### src/hw/spp_pkg.sv
package spp_pkg;
  typedef enum logic [2:0] {SP_FORCE, SP_CMD, SP_SIX, SP_RIDLE, SP_RSHIFT} spp_state_e;
  // Serial phase lengths, last count index
  localparam logic [4:0] CNT_FORCE = 5'h08;
  localparam logic [4:0] CNT_CMD = 5'h03;
  localparam logic [4:0] CNT_SIX = 5'h17;
  localparam logic [4:0] CNT_RIDLE = 5'h07;
  localparam logic [4:0] CNT_RSHIFT = 5'h0F;
  localparam logic [3:0] CODE_EXEC = 4'h0;
  localparam logic [3:0] CODE_READ = 4'h1;
  localparam logic [31:0] ENTRY_KEY = 32'h4D434851;
  localparam logic [23:0] INSTR_NOP = 24'h000000;
  localparam logic [7:0] GOTO_OPC = 8'h04;
  // Program counter map
  localparam logic [23:0] PC_RESET = 24'h000000;
  localparam logic [23:0] PC_STEP = 24'h000002;
  localparam logic [23:0] PC_SAFE_LO = 24'h000200;
  localparam logic [23:0] CODE_LIMIT = 24'h02ABFE;
  localparam logic [23:0] EXEC_BASE = 24'h800000;
  localparam logic [23:0] EXEC_END = 24'h8007FE;
  // Flash operation codes, go bit excluded
  localparam int GO_BIT = 15;
  localparam logic [14:0] OP_CHIP_ERASE = 15'h404F;
  localparam logic [14:0] OP_PAGE_ERASE = 15'h4042;
  localparam logic [14:0] OP_WORD_WRITE = 15'h4003;
  localparam logic [14:0] OP_ROW_WRITE = 15'h4001;
  // Self-timed durations and clock period
  localparam int CLK_NS = 8;
  localparam int T_CHIP_ERASE_NS = 400000;
  localparam int T_PAGE_ERASE_NS = 200000;
  localparam int T_WORD_WRITE_NS = 40000;
  localparam int T_ROW_WRITE_NS = 200000;
  // Register map, byte addresses
  localparam logic [7:0] ADDR_FLASH_OP = 8'h00;
  localparam logic [7:0] ADDR_READOUT = 8'h04;
  localparam logic [7:0] ADDR_STATUS = 8'h08;
  localparam logic [7:0] ADDR_INSTR = 8'h0C;
  localparam logic [7:0] ADDR_PC = 8'h10;
  localparam logic [15:0] FLASH_OP_RST = 16'h0000;
  localparam logic [15:0] READOUT_RST = 16'h0000;
  // Status bit positions
  localparam int ST_MODE = 0;
  localparam int ST_BUSY = 1;
  localparam int ST_OPERR = 2;
  localparam int ST_RSVD = 3;
  localparam int ST_FAULT = 4;
  localparam int ST_STATE = 8;
  localparam logic [1:0] RESP_OKAY = 2'h0;
  localparam logic [1:0] RESP_SLVERR = 2'h2;
endpackage : spp_pkg

### src/hw/spp_flash_seq.sv
`timescale 1ns/1ps
`default_nettype none
module spp_flash_seq #(
  parameter int unsigned CHIP_CYC = 1,
  parameter int unsigned PAGE_CYC = 1,
  parameter int unsigned WORD_CYC = 1,
  parameter int unsigned ROW_CYC = 1
) (
  input wire logic clk_i,
  input wire logic rst_n_i,
  input wire logic go_i,
  input wire logic [14:0] op_i,
  output logic busy_o,
  output logic done_o,
  output logic err_o,
  output logic [3:0] cmd_o
);
  import spp_pkg::*;
  logic [31:0] cnt_r; // Cycles left in running op
  logic [31:0] len_nxt; // Duration of requested op
  logic [3:0] cmd_nxt; // One-hot op select
  ////////////////////////////////////////////////////////////
  // Decode requested operation
  always_comb
  begin
    len_nxt = 32'h00000001;
    cmd_nxt = 4'h0;
    unique case (op_i)
      OP_CHIP_ERASE:
      begin
        len_nxt = CHIP_CYC;
        cmd_nxt = 4'h1;
      end
      OP_PAGE_ERASE:
      begin
        len_nxt = PAGE_CYC;
        cmd_nxt = 4'h2;
      end
      OP_WORD_WRITE:
      begin
        len_nxt = WORD_CYC;
        cmd_nxt = 4'h4;
      end
      OP_ROW_WRITE:
      begin
        len_nxt = ROW_CYC;
        cmd_nxt = 4'h8;
      end
      default: cmd_nxt = 4'h0; // Unknown value runs one empty cycle
    endcase
  end
  ////////////////////////////////////////////////////////////
  // Self-timed run; done pulses as busy falls
  always_ff @(posedge clk_i)
  begin
    if (!rst_n_i)
    begin
      busy_o <= 1'b0;
      done_o <= 1'b0;
      err_o <= 1'b0;
      cnt_r <= 32'h00000000;
      cmd_o <= 4'h0;
    end
    else
    begin
      done_o <= 1'b0;
      err_o <= 1'b0;
      if (!busy_o && go_i && !done_o)
      begin
        busy_o <= 1'b1;
        cnt_r <= len_nxt;
        cmd_o <= cmd_nxt;
        err_o <= (cmd_nxt == 4'h0);
      end
      else if (busy_o)
      begin
        if (cnt_r <= 32'h00000001)
        begin
          busy_o <= 1'b0;
          done_o <= 1'b1;
          cmd_o <= 4'h0;
        end
        cnt_r <= cnt_r - 32'h00000001;
      end
    end
  end
endmodule : spp_flash_seq
`default_nettype wire

### src/hw/spp_port.sv
// Decided for this implementation: the AXI4-Lite register port and the register offsets.
`timescale 1ns/1ps
`default_nettype none
module spp_port #(
  parameter int unsigned CHIP_CYC = spp_pkg::T_CHIP_ERASE_NS / spp_pkg::CLK_NS,
  parameter int unsigned PAGE_CYC = spp_pkg::T_PAGE_ERASE_NS / spp_pkg::CLK_NS,
  parameter int unsigned WORD_CYC = spp_pkg::T_WORD_WRITE_NS / spp_pkg::CLK_NS,
  parameter int unsigned ROW_CYC = spp_pkg::T_ROW_WRITE_NS / spp_pkg::CLK_NS
) (
  input wire logic clk_i,
  input wire logic rst_n_i,
  input wire logic prog_clock_pin_i,
  input wire logic prog_data_pin_i,
  output logic prog_data_pin_o,
  output logic prog_data_pin_oe_o,
  input wire logic master_clear_pin_i,
  output logic serial_prog_mode_o,
  output logic io_hiz_o,
  output logic cpu_suspend_o,
  output logic cpu_idle_o,
  output logic [23:0] instr_o,
  output logic instr_exec_o,
  output logic instr_forced_o,
  output logic cpu_reset_o,
  output logic [3:0] flash_cmd_o,
  input wire logic [7:0] s_axi_awaddr,
  input wire logic s_axi_awvalid,
  output logic s_axi_awready,
  input wire logic [31:0] s_axi_wdata,
  input wire logic [3:0] s_axi_wstrb,
  input wire logic s_axi_wvalid,
  output logic s_axi_wready,
  output logic [1:0] s_axi_bresp,
  output logic s_axi_bvalid,
  input wire logic s_axi_bready,
  input wire logic [7:0] s_axi_araddr,
  input wire logic s_axi_arvalid,
  output logic s_axi_arready,
  output logic [31:0] s_axi_rdata,
  output logic [1:0] s_axi_rresp,
  output logic s_axi_rvalid,
  input wire logic s_axi_rready
);
  import spp_pkg::*;
  ////////////////////////////////////////////////////////////
  // Declarations
  logic [2:0] clk_sy_r; // Serial clock sync plus edge history
  logic [1:0] dat_sy_r; // Data pin synchroniser
  logic [2:0] master_clear_pin_sy_r; // Clear pin sync plus history
  logic rise, fall; // Serial clock edges in clk_i domain
  logic din; // Synchronised data bit
  logic master_clear_pin_s, master_clear_pin_rise;
  logic [31:0] key_r; // Entry key, MSB first
  logic mode_r; // Programming mode active
  spp_state_e state_r, state_nxt;
  logic [4:0] cnt_r, cnt_nxt; // Rising edges within phase
  logic [23:0] sh_r; // LSB-first shifter, fills from top
  logic [3:0] code; // Command as of fourth bit
  logic [23:0] word; // Instruction as of 24th bit
  logic exec_nxt, forced_nxt, hold_r;
  logic [15:0] ro_latch_r; // Readout value frozen for shift
  logic [23:0] pc_r, pc_nxt;
  logic pc_bad_nxt, pc_bad_cur, fault;
  logic [15:0] flash_op_r, readout_r;
  logic op_err_r, rsvd_r, fault_r;
  logic fl_busy, fl_done, fl_err;
  logic [7:0] aw_addr_r;
  logic [31:0] w_data_r;
  logic [3:0] w_strb_r;
  logic aw_have_r, w_have_r, wr_fire;
  logic [31:0] rd_mux;
  logic rd_hit;
  ////////////////////////////////////////////////////////////
  // Pin synchronisers; only stage two and later are read
  always_ff @(posedge clk_i)
  begin
    if (!rst_n_i)
    begin
      clk_sy_r <= 3'h0;
      dat_sy_r <= 2'h0;
      master_clear_pin_sy_r <= 3'h0;
    end
    else
    begin
      clk_sy_r <= {clk_sy_r[1:0], prog_clock_pin_i};
      dat_sy_r <= {dat_sy_r[0], prog_data_pin_i};
      master_clear_pin_sy_r <= {master_clear_pin_sy_r[1:0], master_clear_pin_i};
    end
  end
  // Edges: clk_i must run well above the serial clock
  assign rise = clk_sy_r[1] && !clk_sy_r[2];
  assign fall = !clk_sy_r[1] && clk_sy_r[2];
  assign din = dat_sy_r[1];
  assign master_clear_pin_s = master_clear_pin_sy_r[1];
  assign master_clear_pin_rise = master_clear_pin_sy_r[1] && !master_clear_pin_sy_r[2];
  ////////////////////////////////////////////////////////////
  // Key capture while clear is low, then mode gate
  always_ff @(posedge clk_i)
  begin
    if (!rst_n_i)
    begin
      key_r <= 32'h00000000;
      mode_r <= 1'b0;
    end
    else if (!master_clear_pin_s)
    begin
      mode_r <= 1'b0;
      if (rise)
        key_r <= {key_r[30:0], din};
    end
    else if (master_clear_pin_rise)
    begin
      mode_r <= (key_r == ENTRY_KEY);
      key_r <= 32'h00000000; // Stale key never reused
    end
  end
  ////////////////////////////////////////////////////////////
  // Command sequencer, advanced on serial rising edges
  assign code = {din, sh_r[23:21]};
  assign word = {din, sh_r[23:1]};
  always_comb
  begin
    state_nxt = state_r;
    cnt_nxt = cnt_r;
    exec_nxt = 1'b0;
    forced_nxt = 1'b0;
    if (!mode_r || fault)
    begin
      state_nxt = SP_FORCE;
      cnt_nxt = 5'h00;
    end
    else if (rise)
    begin
      cnt_nxt = cnt_r + 5'h01;
      unique case (state_r)
        SP_FORCE:
          if (cnt_r == CNT_FORCE)
          begin
            // Nine clocks regardless of data, NOP runs
            state_nxt = SP_SIX;
            cnt_nxt = 5'h00;
            exec_nxt = 1'b1;
            forced_nxt = 1'b1;
          end
        SP_CMD:
          if (cnt_r == CNT_CMD)
          begin
            cnt_nxt = 5'h00;
            if (code == CODE_EXEC)
              state_nxt = SP_SIX;
            else if (code == CODE_READ)
              state_nxt = SP_RIDLE;
            else
              state_nxt = SP_CMD; // Reserved codes are dropped
          end
        SP_SIX:
          if (cnt_r == CNT_SIX)
          begin
            // Word complete; executes during next command
            state_nxt = SP_CMD;
            cnt_nxt = 5'h00;
            exec_nxt = 1'b1;
          end
        SP_RIDLE:
          if (cnt_r == CNT_RIDLE)
          begin
            state_nxt = SP_RSHIFT;
            cnt_nxt = 5'h00;
          end
        SP_RSHIFT:
          if (cnt_r == CNT_RSHIFT)
          begin
            state_nxt = SP_CMD;
            cnt_nxt = 5'h00;
          end
      endcase
    end
  end
  // State, shifter and CPU-facing flags
  always_ff @(posedge clk_i)
  begin
    if (!rst_n_i)
    begin
      state_r <= SP_FORCE;
      cnt_r <= 5'h00;
      sh_r <= 24'h000000;
      cpu_suspend_o <= 1'b0;
      cpu_idle_o <= 1'b0;
      instr_exec_o <= 1'b0;
      instr_forced_o <= 1'b0;
      instr_o <= INSTR_NOP;
    end
    else
    begin
      state_r <= state_nxt;
      cnt_r <= cnt_nxt;
      if (rise)
        sh_r <= {din, sh_r[23:1]};
      cpu_suspend_o <= (state_nxt == SP_SIX);
      cpu_idle_o <= (state_nxt == SP_RIDLE);
      instr_exec_o <= exec_nxt;
      instr_forced_o <= forced_nxt;
      if (exec_nxt)
        instr_o <= forced_nxt ? INSTR_NOP : word;
    end
  end
  ////////////////////////////////////////////////////////////
  // Readout drive: change on fall, release on next rise
  always_ff @(posedge clk_i)
  begin
    if (!rst_n_i)
    begin
      prog_data_pin_o <= 1'b0;
      prog_data_pin_oe_o <= 1'b0;
      hold_r <= 1'b0;
      ro_latch_r <= READOUT_RST;
    end
    else if (!mode_r || fault)
    begin
      prog_data_pin_oe_o <= 1'b0;
      hold_r <= 1'b0;
    end
    else
    begin
      if (rise && state_r == SP_RIDLE && cnt_r == CNT_RIDLE)
        ro_latch_r <= readout_r;
      if (fall && state_r == SP_RSHIFT)
      begin
        prog_data_pin_o <= ro_latch_r[cnt_r[3:0]];
        prog_data_pin_oe_o <= 1'b1;
      end
      if (rise && state_r == SP_RSHIFT && cnt_r == CNT_RSHIFT)
        hold_r <= 1'b1;
      else if (rise && hold_r)
      begin
        hold_r <= 1'b0;
        prog_data_pin_oe_o <= 1'b0;
      end
    end
  end
  ////////////////////////////////////////////////////////////
  // Program counter; no stall logic, hazards are host's job
  function automatic logic pc_bad(input logic [23:0] pc);
    pc_bad = (pc < PC_SAFE_LO) || (pc > CODE_LIMIT && pc < EXEC_BASE) || (pc > EXEC_END);
  endfunction : pc_bad
  always_comb
  begin
    pc_nxt = pc_r + PC_STEP;
    if (word[23:16] == GOTO_OPC)
      pc_nxt = {8'h00, word[15:1], 1'b0}; // Low half of jump target
  end
  assign pc_bad_nxt = pc_bad(pc_nxt);
  assign pc_bad_cur = pc_bad(pc_r);
  // Fault only on moving from a safe address into a bad one
  assign fault = rise && state_r == SP_SIX && cnt_r == CNT_SIX && pc_bad_nxt && !pc_bad_cur;
  always_ff @(posedge clk_i)
  begin
    if (!rst_n_i)
    begin
      pc_r <= PC_RESET;
      cpu_reset_o <= 1'b0;
    end
    else
    begin
      cpu_reset_o <= fault;
      if (!mode_r || fault)
        pc_r <= PC_RESET;
      else if (exec_nxt && !forced_nxt)
        pc_r <= pc_nxt;
    end
  end
  // Mode drives unused pins off chip
  always_ff @(posedge clk_i)
  begin
    if (!rst_n_i)
    begin
      serial_prog_mode_o <= 1'b0;
      io_hiz_o <= 1'b0;
    end
    else
    begin
      serial_prog_mode_o <= mode_r;
      io_hiz_o <= mode_r;
    end
  end
  ////////////////////////////////////////////////////////////
  // Flash sequencer
  spp_flash_seq #(
    .CHIP_CYC(CHIP_CYC),
    .PAGE_CYC(PAGE_CYC),
    .WORD_CYC(WORD_CYC),
    .ROW_CYC(ROW_CYC)
  ) u_flash (
    .clk_i(clk_i),
    .rst_n_i(rst_n_i),
    .go_i(flash_op_r[GO_BIT]),
    .op_i(flash_op_r[14:0]),
    .busy_o(fl_busy),
    .done_o(fl_done),
    .err_o(fl_err),
    .cmd_o(flash_cmd_o)
  );
  ////////////////////////////////////////////////////////////
  // AXI4-Lite write channel; address and data in any order
  assign wr_fire = aw_have_r && w_have_r && !s_axi_bvalid;
  always_ff @(posedge clk_i)
  begin
    if (!rst_n_i)
    begin
      aw_have_r <= 1'b0;
      w_have_r <= 1'b0;
      s_axi_awready <= 1'b0;
      s_axi_wready <= 1'b0;
      s_axi_bvalid <= 1'b0;
      s_axi_bresp <= RESP_OKAY;
      aw_addr_r <= 8'h00;
      w_data_r <= 32'h00000000;
      w_strb_r <= 4'h0;
    end
    else
    begin
      if (s_axi_awvalid && s_axi_awready)
      begin
        aw_have_r <= 1'b1;
        aw_addr_r <= s_axi_awaddr;
        s_axi_awready <= 1'b0;
      end
      else if (!aw_have_r || wr_fire)
      begin
        aw_have_r <= 1'b0;
        s_axi_awready <= 1'b1;
      end
      if (s_axi_wvalid && s_axi_wready)
      begin
        w_have_r <= 1'b1;
        w_data_r <= s_axi_wdata;
        w_strb_r <= s_axi_wstrb;
        s_axi_wready <= 1'b0;
      end
      else if (!w_have_r || wr_fire)
      begin
        w_have_r <= 1'b0;
        s_axi_wready <= 1'b1;
      end
      if (wr_fire)
      begin
        s_axi_bvalid <= 1'b1;
        s_axi_bresp <= (aw_addr_r == ADDR_FLASH_OP || aw_addr_r == ADDR_READOUT ||
                        aw_addr_r == ADDR_STATUS) ? RESP_OKAY : RESP_SLVERR;
      end
      else if (s_axi_bready)
        s_axi_bvalid <= 1'b0;
    end
  end
  // Register updates; hardware set beats software clear
  always_ff @(posedge clk_i)
  begin
    if (!rst_n_i)
    begin
      flash_op_r <= FLASH_OP_RST;
      readout_r <= READOUT_RST;
      op_err_r <= 1'b0;
      rsvd_r <= 1'b0;
      fault_r <= 1'b0;
    end
    else
    begin
      if (wr_fire && aw_addr_r == ADDR_FLASH_OP && w_strb_r[0])
        flash_op_r[7:0] <= w_data_r[7:0];
      if (wr_fire && aw_addr_r == ADDR_FLASH_OP && w_strb_r[1])
        flash_op_r[14:8] <= w_data_r[14:8];
      if (wr_fire && aw_addr_r == ADDR_FLASH_OP && w_strb_r[1] && w_data_r[GO_BIT])
        flash_op_r[GO_BIT] <= 1'b1;
      else if (fl_done)
        flash_op_r[GO_BIT] <= 1'b0;
      if (wr_fire && aw_addr_r == ADDR_READOUT && w_strb_r[0])
        readout_r[7:0] <= w_data_r[7:0];
      if (wr_fire && aw_addr_r == ADDR_READOUT && w_strb_r[1])
        readout_r[15:8] <= w_data_r[15:8];
      // Sticky flags, write one to clear
      if (fl_err)
        op_err_r <= 1'b1;
      else if (wr_fire && aw_addr_r == ADDR_STATUS && w_strb_r[0] && w_data_r[ST_OPERR])
        op_err_r <= 1'b0;
      if (rise && state_r == SP_CMD && cnt_r == CNT_CMD && code > CODE_READ)
        rsvd_r <= 1'b1;
      else if (wr_fire && aw_addr_r == ADDR_STATUS && w_strb_r[0] && w_data_r[ST_RSVD])
        rsvd_r <= 1'b0;
      if (fault)
        fault_r <= 1'b1;
      else if (wr_fire && aw_addr_r == ADDR_STATUS && w_strb_r[0] && w_data_r[ST_FAULT])
        fault_r <= 1'b0;
    end
  end
  ////////////////////////////////////////////////////////////
  // AXI4-Lite read channel, one cycle latency
  always_comb
  begin
    rd_mux = 32'h00000000;
    rd_hit = 1'b1;
    unique case (s_axi_araddr)
      ADDR_FLASH_OP: rd_mux = {16'h0000, flash_op_r};
      ADDR_READOUT: rd_mux = {16'h0000, readout_r};
      ADDR_STATUS:
      begin
        rd_mux[ST_MODE] = mode_r;
        rd_mux[ST_BUSY] = fl_busy;
        rd_mux[ST_OPERR] = op_err_r;
        rd_mux[ST_RSVD] = rsvd_r;
        rd_mux[ST_FAULT] = fault_r;
        rd_mux[ST_STATE +: 3] = state_r;
      end
      ADDR_INSTR: rd_mux = {8'h00, instr_o};
      ADDR_PC: rd_mux = {8'h00, pc_r};
      default: rd_hit = 1'b0; // Unmapped reads zero, error
    endcase
  end
  always_ff @(posedge clk_i)
  begin
    if (!rst_n_i)
    begin
      s_axi_arready <= 1'b0;
      s_axi_rvalid <= 1'b0;
      s_axi_rdata <= 32'h00000000;
      s_axi_rresp <= RESP_OKAY;
    end
    else if (s_axi_arvalid && s_axi_arready)
    begin
      s_axi_arready <= 1'b0;
      s_axi_rvalid <= 1'b1;
      s_axi_rdata <= rd_mux;
      s_axi_rresp <= rd_hit ? RESP_OKAY : RESP_SLVERR;
    end
    else if (s_axi_rvalid && s_axi_rready)
    begin
      s_axi_rvalid <= 1'b0;
      s_axi_arready <= 1'b1;
    end
    else if (!s_axi_rvalid)
      s_axi_arready <= 1'b1;
  end
endmodule : spp_port
`default_nettype wire
### config.mk
export PLATFORM = sky130hd
export DESIGN_NAME = spp_port
export DESIGN_NICKNAME = d
export VERILOG_FILES = /design/src/hw/spp_pkg.sv /design/src/hw/spp_flash_seq.sv /design/src/hw/spp_port.sv
export SDC_FILE = /design/constraint.sdc
export NUM_CORES = 1
export LEC_CHECK = 0
export BUFFER_PORTS_ARGS = -buffer_cell sky130_fd_sc_hd__buf_2
export CORE_ASPECT_RATIO = 1.2
export CORE_UTILIZATION = 45
export DETAILED_ROUTE_END_ITERATION = 12
export GPL_TIMING_DRIVEN = 1
export PLACE_DENSITY = 0.63
export SETUP_SLACK_MARGIN = 0.15
export SYNTH_ARGS = -nofsm -noshare
export SYNTH_HDL_FRONTEND = slang
export SYNTH_HIERARCHICAL = 1
export SYNTH_SLANG_ARGS = --single-unit
### constraint.sdc
create_clock -name clk_i -period 8.45 [get_ports clk_i]
set_input_delay 0.845 -clock clk_i [delete_from_list [all_inputs] [get_ports clk_i]]
set_output_delay 0.845 -clock clk_i [all_outputs]
set_load 0.005 [all_outputs]
**Word-level counts from Yosys, hierarchy flattened**

Index checks and enable logic that the tools add are counted.
W data, S select, Z words.

- $add $sub $neg: 3
- Muxes and demuxes: 72
- Magnitude comparators: 11
- Bitwise operators: 3
- Reductions and logical operators: 89
- Equal/unequal tests: 26

Operators with widths:

| cell | number |
|---|---|
| $mux W32 | 5 |
| $eq A15 B15 Y1 const B | 4 |
| $pmux W13 S4 | 1 |
| $pmux W5 S5 | 2 |
| $gt A24 B18 Y1 const B | 2 |
| $gt A24 B24 Y1 const B | 2 |
| $lt A24 B10 Y1 const B | 2 |
| $lt A24 B24 Y1 const B | 2 |
| $mux W24 | 2 |
| $pmux W16 S3 | 1 |
| $logic_and A1 B1 Y1 | 39 |
| $mux W1 | 36 |
| $eq A32 B31 Y1 const B | 1 |
| $le A32 B1 Y1 const B | 1 |
| $sub A32 B1 Y32 const B | 1 |
| $pmux W3 S5 | 2 |
| $mux W5 | 5 |
| $add A24 B2 Y24 const B | 1 |
| $eq A8 B3 Y1 const B | 3 |
| $eq A8 B4 Y1 const B | 3 |
| $reduce_bool A2 Y1 | 12 |
| $mux W3 | 7 |
| $logic_not A8 Y1 | 2 |
| $pmux W4 S4 | 1 |
| other kinds (27) | 67 |

- Word-level logic and storage cells: 250
- Bits in registers: 289

**Longest topological paths before layout**

Gate-level depths: netlist (run 1).

- Depth in word-level cells: 12
- Depth in mapped cells: 13
- Mapped depth without buffers: 11

**Modules after synthesis**

Netlist (run 1), hierarchy kept.

By module, submodules not included:

| module | area an instance (um^2) | sequential area each (um^2) | cells each | times used |
|---|---|---|---|---|
| spp_port | 11048.1 | 4784.6 | 1349 | 1 |
| spp_flash_seq | 2033.2 | 780.7 | 237 | 1 |

**Least setup slack after synthesis (run 1)**

OpenSTA, ideal clock, no wires.

- Path kind: register to register
- From: register pc_r[1]
- To: register instr_o[15]
- Data required time: 8.333 ns
- Setup slack: 5.133 ns
- Setup time: 0.117 ns
- Data arrival time: 3.200 ns
- Stages on the path, launching flop included: 14
- Buffers on the path: 3
- Cell sequence: dfxtp_1 -> ha_1 -> and3_1 -> buf_2 -> nand3_1 -> xor2_1 -> o31a_1 -> or4b_4 -> a2111oi_4 -> nor3_1 -> and2_1 -> buf_6 -> buf_6 -> a32o_1

- Word-level cells in the longest chain between the ends: 11

RTL lines:

| element | RTL line | RTL |
|---|---|---|
| from (decl) | spp_port.sv:62 | `logic [23:0] pc_r, pc_nxt;` |
| from (signal assigned) | spp_port.sv:269 | `pc_r <= pc_nxt;` |
| $add A24 B2 Y24 | spp_port.sv:248 | `pc_nxt = pc_r + PC_STEP;` |
| $mux W24 | spp_port.sv:249 | `if (word[23:16] == GOTO_OPC)` |
| $gt A24 B18 Y1 / $lt A24 B24 Y1 (equally long branches) | spp_port.sv:244 | `pc_bad = (pc < PC_SAFE_LO) \|\| (pc > CODE_LIMIT && pc < EXEC_BASE) \|\| (pc > EXEC_END);` |
| $logic_and A1 B1 Y1 | spp_port.sv:244 |  |
| $logic_or A1 B1 Y1 (2 in series) | spp_port.sv:244 |  |
| $logic_and A1 B1 Y1 | spp_port.sv:255 | `assign fault = rise && state_r == SP_SIX && cnt_r == CNT_SIX && pc_bad_nxt && !pc_bad_cur;` |
| $logic_and A1 B1 Y1 * | spp_port.sv:255 |  |
| $logic_or A1 B1 Y1 * | spp_port.sv:127 | `if (!mode_r \|\| fault)` |
| $mux W1 | spp_port.sv:127 |  |
| $mux W24 | spp_port.sv:204 | `instr_o <= forced_nxt ? INSTR_NOP : word;` |
| to (signal assigned) | spp_port.sv:204 |  |
| to (decl) | spp_port.sv:21 | `output logic [23:0] instr_o,` |

Mark *: on every way between the ends. The rest lies on a longest branch, timed or not.
A chain may end at the register's enable or synchronous reset.

**Final worst setup path (run 1)**

- From: register sh_r[21]
- To: register instr_o[14]

- Word-level cells in the longest chain between the ends: 11

RTL lines:

| element | RTL line | RTL |
|---|---|---|
| from (decl) | spp_port.sv:57 | `logic [23:0] sh_r;` |
| from (signal assigned) | spp_port.sv:198 | `sh_r <= {din, sh_r[23:1]};` |
| $eq A8 B3 Y1 * | spp_port.sv:249 |  |
| $mux W24 * | spp_port.sv:249 |  |
| $gt A24 B18 Y1 / $lt A24 B24 Y1 (equally long branches) | spp_port.sv:244 |  |
| $logic_and A1 B1 Y1 | spp_port.sv:244 |  |
| $logic_or A1 B1 Y1 | spp_port.sv:244 |  |
| $logic_or A1 B1 Y1 * | spp_port.sv:244 |  |
| $logic_and A1 B1 Y1 * (2 in series) | spp_port.sv:255 |  |
| $logic_or A1 B1 Y1 * | spp_port.sv:127 |  |
| $mux W1 | spp_port.sv:127 |  |
| $mux W24 | spp_port.sv:204 |  |

Marked as above.

==> key figures, run 1 <==
Worst setup path
  – Crit path DAT: 5.08 ns
  – Critical path endpoint category: flip-flop
  – Maximum fanout along the worst path: 26
  – Required time at the endpoint of the critical path: 8.89 ns
  – Setup Crit Path Kind: flip-flop to flip-flop
  – CP startpoint kind: flip-flop

STA
  – Worst clock skew: 0.0274 ns
  – Worst Hold Slack: 0.434 ns
  – Shortest clock period the worst path allows after layout: 4.64 ns
  – Setup repair after global routing missed its margin: no
  – Post-route worst setup slack: 3.81 ns
  – Final cycle utilization of the critical path: 54.9%
  – Tightest Pin Transition: 1.21 ns
  – Number of endpoints with negative hold slack in the final report: 0
  – Setup Total Neg Slack: 0 ns
  – Max Freq: 0.216 GHz
  – Final Max Tran Viols: 0
  – Worst slew slack as a fraction of its limit: 19.4%
  – Number of endpoints failing setup at the final stage: 0

Clock network
  – Clock tree from TritonCTS: done
  – Post-cts hold buffer count: 0
  – Maximum number of buffers from clock root to sink: 3
  – Post-CTS resize count: 0
  – Total clock buffers created by CTS: 29
  – Clock root buffer: sky130_fd_sc_hd__clkbuf_16
  – Clock sink count: 278
  – Clk_lat worst skew: 0.58 ns
  – Clock input transition at the sequential cells of the worst setup and hold paths: 0.06 ns
  – Setup repair bufs after CTS: 0
  – H-tree depth: 1

Placement
  – Routability-driven placement congestion ratio: 0.973
  – Dpl cells: 1976
  – Number of buffers added on ports: 111
  – Setup slack at placement: 3.88 ns
  – Final HPWL from detailed placement: 26800 um
  – Post-Place Cell Area: 13700 um2

Power and ir drop
  – Power Dens Cells: 191 nW/um2
  – Largest vdd supply drop: 0.223 mV
  – Share of total power consumed by net switching: 22.1%
  – Comb power frac: 3.0%
  – Leakage: 5.44 nW
  – Clock Power Share: 49.5%
  – Net load switching power: 0.620 mW
  – Internal power of the cells: 2.19 mW
  – Part of the total power dissipated in sequential elements: 47.5%
  – Total Power: 2.81 mW

Detailed routing
  – Final antenna-violating net count: 0
  – Vias per Instance: 5.92
  – Total number of vias: 12000
  – DRC violation count after routing: 0
  – Count of routing violations after the opening detailed-route iteration: 993
  – Detailed-route wire length per cell: 18.8 um
  – First-pass DRT Iterations: 6
  – Wire length after detailed routing: 38200 um

Final layout
  – Layout-stage area growth over the synthesis result: 12.6%
  – Fraction of final layout cells with drive strength greater than 1: 13.3%
  – Final core occ: 51.4%
  – Number of cells in the finished layout apart from fillers: 2030
  – Post-route design area: 14700 um2
  – Final Net Count: 1691
  – Top library cells by usage in the layout, fill and taps aside: 278 x sky130_fd_sc_hd__dfxtp_1, 246 x sky130_fd_sc_hd__nand2_1, 177 x sky130_fd_sc_hd__a21oi_1
  – Most common library cell in the layout ignoring fill and taps: sky130_fd_sc_hd__dfxtp_1

Run status
  – Status: completed

Synthesis
  – Number of warnings printed during yosys synthesis: 6
  – Most used flip-flop cell after synthesis: sky130_fd_sc_hd__dfxtp_1
  – Number of different library cells in the post-synthesis netlist: 88
  – Post-synth EDFFs: 0
  – Cells after Synth: 1586
  – Mean cell area of the mapped netlist: 8.25 um2
  – Share of synthesized registers carrying an async set or reset: 0%
  – Sequential cell area fraction in the yosys report: 42.5%
  – Post-synthesis instance area: 13100 um2
  – Number of synthesized register bits: 278

Global route
  – Global-route wire length before repair: 60500 um
  – GRT met1 Usage: 33.0%
  – Maximum number of pins on one net before global-route repair: 93
  – Met3 Usage GRT: 3.63%
  – Overflow left after global routing: 0
  – Met2 usage in global routing: 41.9%
  – Via count of the first global-routing pass: 11000
  – Most heavily used metal layer in global routing: met2
  – Total routing resource utilization after global routing: 25.6%
  – Number of antenna violations at the first check in global routing: 1

Die
  – Area of the placeable core: 28700 um2
  – Core Rows: 68
  – Die Height: 189 um
  – Effective utilization at floorplan: 45.6%
  – Die area: 29800 um2
  – Chip width: 158 um
  – Number of primary I/O pins: 140

Min path
  – Min-Delay Path Class: flip-flop to flip-flop

Run
  – Number of max-cap violations: 0
sequential cells by signal (all words and copies together), names as in the netlist, 23 cells and up:
name           cells
s_axi_rdata       24
pc_r              24
u_flash/cnt_r     32
instr_o           24
key_r             32
sh_r              23
logic make-up (layout without fill, tap and decap cells):
kind of cell	after synthesis	after routing	synth area share, %
AO/OA/AOI/OAI	398	398	19.8
AND/OR/NAND/NOR	680	680	26.4
adder cells (fa/ha/maj)	7	7	0.670
other	1	11	0.0287
XOR/XNOR	21	21	1.41
buffers and inverters	155	204	5.13
multiplexers	46	46	3.98
flip-flops	278	278	42.5
worst max-delay path: stages (launching register included):
cell and delay (ns):
sky130_fd_sc_hd__dfxtp_1 0.33, sky130_fd_sc_hd__nor4_1 0.61, sky130_fd_sc_hd__and2_1 0.64, sky130_fd_sc_hd__buf_4 0.33
sky130_fd_sc_hd__nand3_1 0.12, sky130_fd_sc_hd__o31a_1 0.17, sky130_fd_sc_hd__or4b_4 0.58, sky130_fd_sc_hd__a2111oi_4 0.38
sky130_fd_sc_hd__nor3_1 0.09, sky130_fd_sc_hd__buf_4 0.23, sky130_fd_sc_hd__and2_1 0.57, sky130_fd_sc_hd__a32o_1 0.45
layer usage:
metal  routed length [um]  vias up  share of wire [%]
met4                 1590        0                4.2
met3                 2270       87                6.0
li1                     -     5786                  -
met1                16100     5723                 42
met5                    0        -                  0
met2                18200      427                 48
synthesized netlist by cell type, drive strengths merged (4+ instances only):
master	number	area [um2]
o311ai	4	35.0
nand2b	15	93.8
clkbuf	84	315
nand4b	5	43.8
mux4	4	90.1
nor4b	9	85.1
nand3	67	358
and3	14	87.6
o21ai	53	265
a31oi	6	52.6
mux2	8	90.1
inv	25	93.8
xnor2	13	114
and2	24	150
o211ai	9	67.6
dfxtp	278	5570
or3	15	95.1
nand4	29	218
nor4	40	310
o31a	9	78.8
a222oi	8	80.1
nand3b	5	37.5
or4	11	82.6
nor2b	13	81.3
o31ai	5	37.5
ha	7	87.6
a21o	11	82.6
a22oi	19	143
or2	10	62.6
a22o	6	52.6
a221oi	10	87.6
a21oi	177	886
o22ai	10	62.6
a211oi	8	75.1
xor2	8	70.1
nor3	37	190
o21a	10	75.1
buf	45	258
nand2	248	941
nor2	121	454
a32o	25	250
mux2i	34	340
final cells by class:
type | count | area [um2]
Antenna cell | 1 | 2.50
Clock buffer | 37 | 776
Clock inverter | 16 | 267
Fill cell | 2806 | 13900
Inverter | 26 | 100
Multi-Input combinational cell | 1162 | 6880
Sequential cell | 278 | 5570
Tap cell | 385 | 482
Timing Repair Buffer | 125 | 661
worst paths after layout:
kind,startpoint,end,slack (ns),cells after the start
worst min-delay path,master_clear_pin_sy_r[0],master_clear_pin_sy_r[1],0.43,1
worst max register to register,sh_r[21],instr_o[14],3.81,11
worst min register to register,master_clear_pin_sy_r[0],master_clear_pin_sy_r[1],0.43,1
worst max-delay path,sh_r[21],instr_o[14],3.81,11
power by group through the flow:
stage	Clock [mW]	Combinational [mW]	Sequential, mW
2_1_floorplan	0	0.0560	1.36
3_3_place_gp	0	0.0835	1.36
3_5_place_dp	0	0.0845	1.36
4_1_cts	1.41	0.0848	1.33
5_1_grt	1.47	0.0934	1.33
6_report	1.39	0.0842	1.33
(Power assumes the default switching activity.)
==> inputs of run 2 (changes only) <==
ABC_AREA = 1   (was unset)
clock period = 4.55 ns   (was 8.45 ns; I/O delays follow)
==> key figures, run 2 <==
Global route
  – Number of antenna violations at the first check in global routing: 0 (-1)
  – Total routing resource utilization after global routing: 24.9% (-0.61 points)
  – Maximum number of pins on one net before global-route repair: 91 (-2.2%)
  – Via count of the first global-routing pass: 11800 (+7.6%)
  – Overflow left after global routing: 0 (unchanged)
  – Global-route wire length before repair: 61800 um (+2.1%)

Placement
  – Routability-driven placement congestion ratio: 0.933 (-4.1%)
  – Post-Place Cell Area: 14300 um2 (+4.6%)
  – Dpl cells: 2441 (+24%)
  – Final HPWL from detailed placement: 28400 um (+5.9%)
  – Number of buffers added on ports: 111 (unchanged)

Synthesis
  – Mean cell area of the mapped netlist: 6.75 um2 (-18%)
  – Most used flip-flop cell after synthesis: sky130_fd_sc_hd__dfxtp_1
  – Number of synthesized register bits: 278 (unchanged)
  – Top-count cell post-synth: sky130_fd_sc_hd__nand2_1
  – Cell accounting for the most synthesized area: sky130_fd_sc_hd__dfxtp_1
  – Number of warnings printed during yosys synthesis: 6 (unchanged)
  – Number of different library cells in the post-synthesis netlist: 53 (-40%)
  – Sequential cell area fraction in the yosys report: 40.9% (-1.6 points)
  – Synth top area cells: sky130_fd_sc_hd__dfxtp_1 41%, sky130_fd_sc_hd__nand2_1 11%, sky130_fd_sc_hd__nor2_1 10%
  – Share of synthesized registers carrying an async set or reset: 0% (unchanged)
  – Post-synthesis instance area: 13600 um2 (+4.0%)
  – Leading post-synthesis cells by instance count: 395 x sky130_fd_sc_hd__nand2_1, 375 x sky130_fd_sc_hd__nor2_1, 278 x sky130_fd_sc_hd__dfxtp_1, 232 x sky130_fd_sc_hd__inv_1, 141 x sky130_fd_sc_hd__nand3_1
  – Post-synth EDFFs: 0 (unchanged)
  – Share of the synthesized area in the top cell type: 40.9% (-1.6 points)
  – Cells after Synth: 2014 (+27%)

Final layout
  – Top library cells by usage in the layout, fill and taps aside: 395 x sky130_fd_sc_hd__nand2_1, 375 x sky130_fd_sc_hd__nor2_1, 278 x sky130_fd_sc_hd__dfxtp_1
  – Post-route design area: 15300 um2 (+3.8%)
  – Fraction of final layout cells with drive strength greater than 1: 11.3% (-2.0 points)
  – Layout-stage area growth over the synthesis result: 12.5%
  – Most common library cell in the layout ignoring fill and taps: sky130_fd_sc_hd__nand2_1
  – Final core occ: 51.5% (+0.13 points)
  – Filler cell count: 3051 (+8.7%)
  – Sequential cell area: 5570 um2 (unchanged)
  – Area of the multi-input gates: 6660 um2 (-3.2%)
  – Final Net Count: 2151 (+27%)
  – Antenna fix cells: 0 (-1)
  – Number of cells in the finished layout apart from fillers: 2491 (+23%)
  – Registers with the most flip-flops: key_r: 32 flops, u_flash/cnt_r: 32 flops

STA
  – Number of endpoints with negative hold slack in the final report: 0 (unchanged)
  – Tightest Pin Transition: 1.06 ns (-0.152 ns)
  – Setup repair after global routing missed its margin: no
  – Final cycle utilization of the critical path: 81.7% (+27 points)
  – Worst clock skew: 0.0219 ns (-0.00550 ns)
  – Shortest clock period the worst path allows after layout: 3.72 ns (-0.921 ns)
  – Worst slew slack as a fraction of its limit: 29.4% (+10 points)
  – Number of endpoints failing setup at the final stage: 0 (unchanged)
  – Setup Total Neg Slack: 0 ns (unchanged)
  – Final Max Tran Viols: 0 (unchanged)
  – Max Freq: 0.269 GHz (+25%)

Worst setup path
  – Critical path endpoint category: flip-flop
  – Cell with the largest stage delay on the worst path: sky130_fd_sc_hd__nand4_4
  – Setup Crit Path Kind: flip-flop to flip-flop
  – Critical Path, Cell by Cell: inv_2 -> nand2_1 -> nor2_2 -> nand2_2 -> inv_2 -> buf_4 -> nand2_1 -> nand2_1 -> nor2_1 -> nand3_1 -> nor2_1 -> nand3_1 -> nand3_1 -> nand3_2 -> nand2_4 -> nand4_4 -> buf_12 -> o21ai_1 -> nor2_1
  – Maximum fanout along the worst path: 35 (+35%)
  – Crit path DAT: 4.17 ns (-0.91 ns)
  – Gate family responsible for the most delay along the worst path: simple AND/OR/NAND/NOR gates
  – Largest stage delay on the critical path: 0.48 ns (-0.16 ns)
  – Required time at the endpoint of the critical path: 5.00 ns (-3.89 ns)
  – Critical path buffers and inverters: 4 (+2)
  – CP startpoint kind: flip-flop

Power and ir drop
  – Total Power: 5.17 mW (+84%)
  – Largest vdd supply drop: 0.229 mV (+2.6%)
  – Leakage: 6.89 nW (+27%)
  – Part of the total power dissipated in sequential elements: 48.3% (+0.8 points)
  – Power Dens Cells: 338 nW/um2 (+77%)
  – Clock Power Share: 47.4% (-2.1 points)
  – Share of total power consumed by net switching: 22.8% (+0.73 points)
  – Comb power frac: 4.3% (+1.3 points)
  – Net load switching power: 1.18 mW (+90%)
  – Internal power of the cells: 3.99 mW (+82%)

Clock network
  – Clk_lat worst skew: 0.57 ns (about the same)
  – Clock input transition at the sequential cells of the worst setup and hold paths: 0.06 ns (about the same)
  – Clock sink count: 278 (unchanged)
  – Setup repair bufs after CTS: 0 (unchanged)
  – H-tree depth: 1 (unchanged)
  – Post-CTS resize count: 0 (unchanged)
  – Post-cts hold buffer count: 0 (unchanged)
  – Maximum number of buffers from clock root to sink: 3 (unchanged)
  – Clock tree from TritonCTS: done
  – Clock root buffer: sky130_fd_sc_hd__clkbuf_16
  – Total clock buffers created by CTS: 29 (unchanged)

Detailed routing
  – Count of routing violations after the opening detailed-route iteration: 1039 (+4.6%)
  – First-pass DRT Iterations: 5 (-1)
  – DRC violation count after routing: 0 (unchanged)
  – Detailed-route wire length per cell: 15.8 um (-16%)
  – Wire length after detailed routing: 39300 um (+2.9%)
  – Final antenna-violating net count: 0 (unchanged)
  – Vias per Instance: 5.27 (-11%)
  – Total number of vias: 13100 (+9.2%)

Die
  – Number of primary I/O pins: 140 (unchanged)
  – Chip width: 161 um (+1.9%)
  – Area of the placeable core: 29700 um2 (+3.6%)
  – Die Height: 192 um (+1.9%)
  – Core Rows: 69 (+1.5%)
  – Effective utilization at floorplan: 45.8% (+0.17 points)
  – Die area: 30900 um2 (+3.9%)

Min path
  – Min-Delay Path Class: primary input to flip-flop

Run status
  – Status: completed

Run
  – Number of max-cap violations: 0 (unchanged)
## run 2: final timing paths
path	start	to	slack, ns	cells after the start
setup reg to reg	dat_sy_r[1]	pc_r[16]	0.83	19
hold / removal	prog_clock_pin_i	clk_sy_r[0]	0.08	3
hold reg to reg	clk_sy_r[0]	clk_sy_r[1]	0.42	2
setup / recovery	dat_sy_r[1]	pc_r[16]	0.83	19
## run 2: worst register-to-register path, cell delays in order, from the launching register on
cell,delay [ns]
sky130_fd_sc_hd__dfxtp_1,0.38
sky130_fd_sc_hd__inv_2,0.05
sky130_fd_sc_hd__nand2_1,0.09
sky130_fd_sc_hd__nor2_2,0.07
sky130_fd_sc_hd__nand2_2,0.38
sky130_fd_sc_hd__inv_2,0.18
sky130_fd_sc_hd__buf_4,0.22
sky130_fd_sc_hd__nand2_1,0.07
sky130_fd_sc_hd__nand2_1,0.17
sky130_fd_sc_hd__nor2_1,0.20
sky130_fd_sc_hd__nand3_1,0.09
sky130_fd_sc_hd__nor2_1,0.17
sky130_fd_sc_hd__nand3_1,0.09
sky130_fd_sc_hd__nand3_1,0.10
sky130_fd_sc_hd__nand3_2,0.16
sky130_fd_sc_hd__nand2_4,0.16
sky130_fd_sc_hd__nand4_4,0.48
sky130_fd_sc_hd__buf_12,0.38
sky130_fd_sc_hd__o21ai_1,0.13
sky130_fd_sc_hd__nor2_1,0.06
## run 2: power groups by stage
stage	logic (mW)	registers (mW)	clock network [mW]
global placement	0.218	2.55	0
global route	0.252	2.50	2.58
finish	0.223	2.50	2.45
floorplan	0.155	2.54	0
CTS	0.223	2.50	2.48
detailed placement	0.222	2.55	0
## run 2: layout make-up
| type | count | share of cell area [%] |
|---|---|---|
| Clock buffer | 41 | 5.50 |
| Multi-Input combinational cell | 1401 | 43.5 |
| Timing Repair Buffer | 123 | 4.40 |
| Inverter | 249 | 6.11 |
| Sequential cell | 278 | 36.4 |
| Clock inverter | 9 | 0.908 |
| Tap cell | 390 | 3.19 |
## run 2: metal layers
layer | up-vias | wire length [um] | global-route usage (%) | part of all wire [%]
met2 | 385 | 18200 | 42.1 | 46
met1 | 6063 | 17400 | 32.8 | 44
met5 | - | 0 | 0 | 0
met4 | 0 | 1220 | 8.45 | 3.1
met3 | 66 | 2420 | 3.22 | 6.2
li1 | 6613 | - | - | -
## run 2: logic make-up (layout without fill, tap and decap cells)
kind of cell / Yosys count / count (layout) / share of synthesized area, %
AOI/OAI and AO/OA: 341 / 341 / 14.3
buffers and inverters: 344 / 422 / 10.5
DFF: 278 / 278 / 40.9
and+or+nand+nor: 1038 / 1038 / 33.3
adders and majority gates: 7 / 7 / 0.644
other: 1 / 10 / 0.0276
xor gates and xnor gates: 5 / 5 / 0.322
## run 2: per-stage QoR
step | hold WS [ns] | setup WS (ns)
floorplan | 0.390 | 2.08
global placement | 0.397 | 0.863
detailed placement | 0.403 | 0.820
CTS | 0.0627 | 0.796
global route | 0.0692 | 0.482
finish | 0.0785 | 0.834
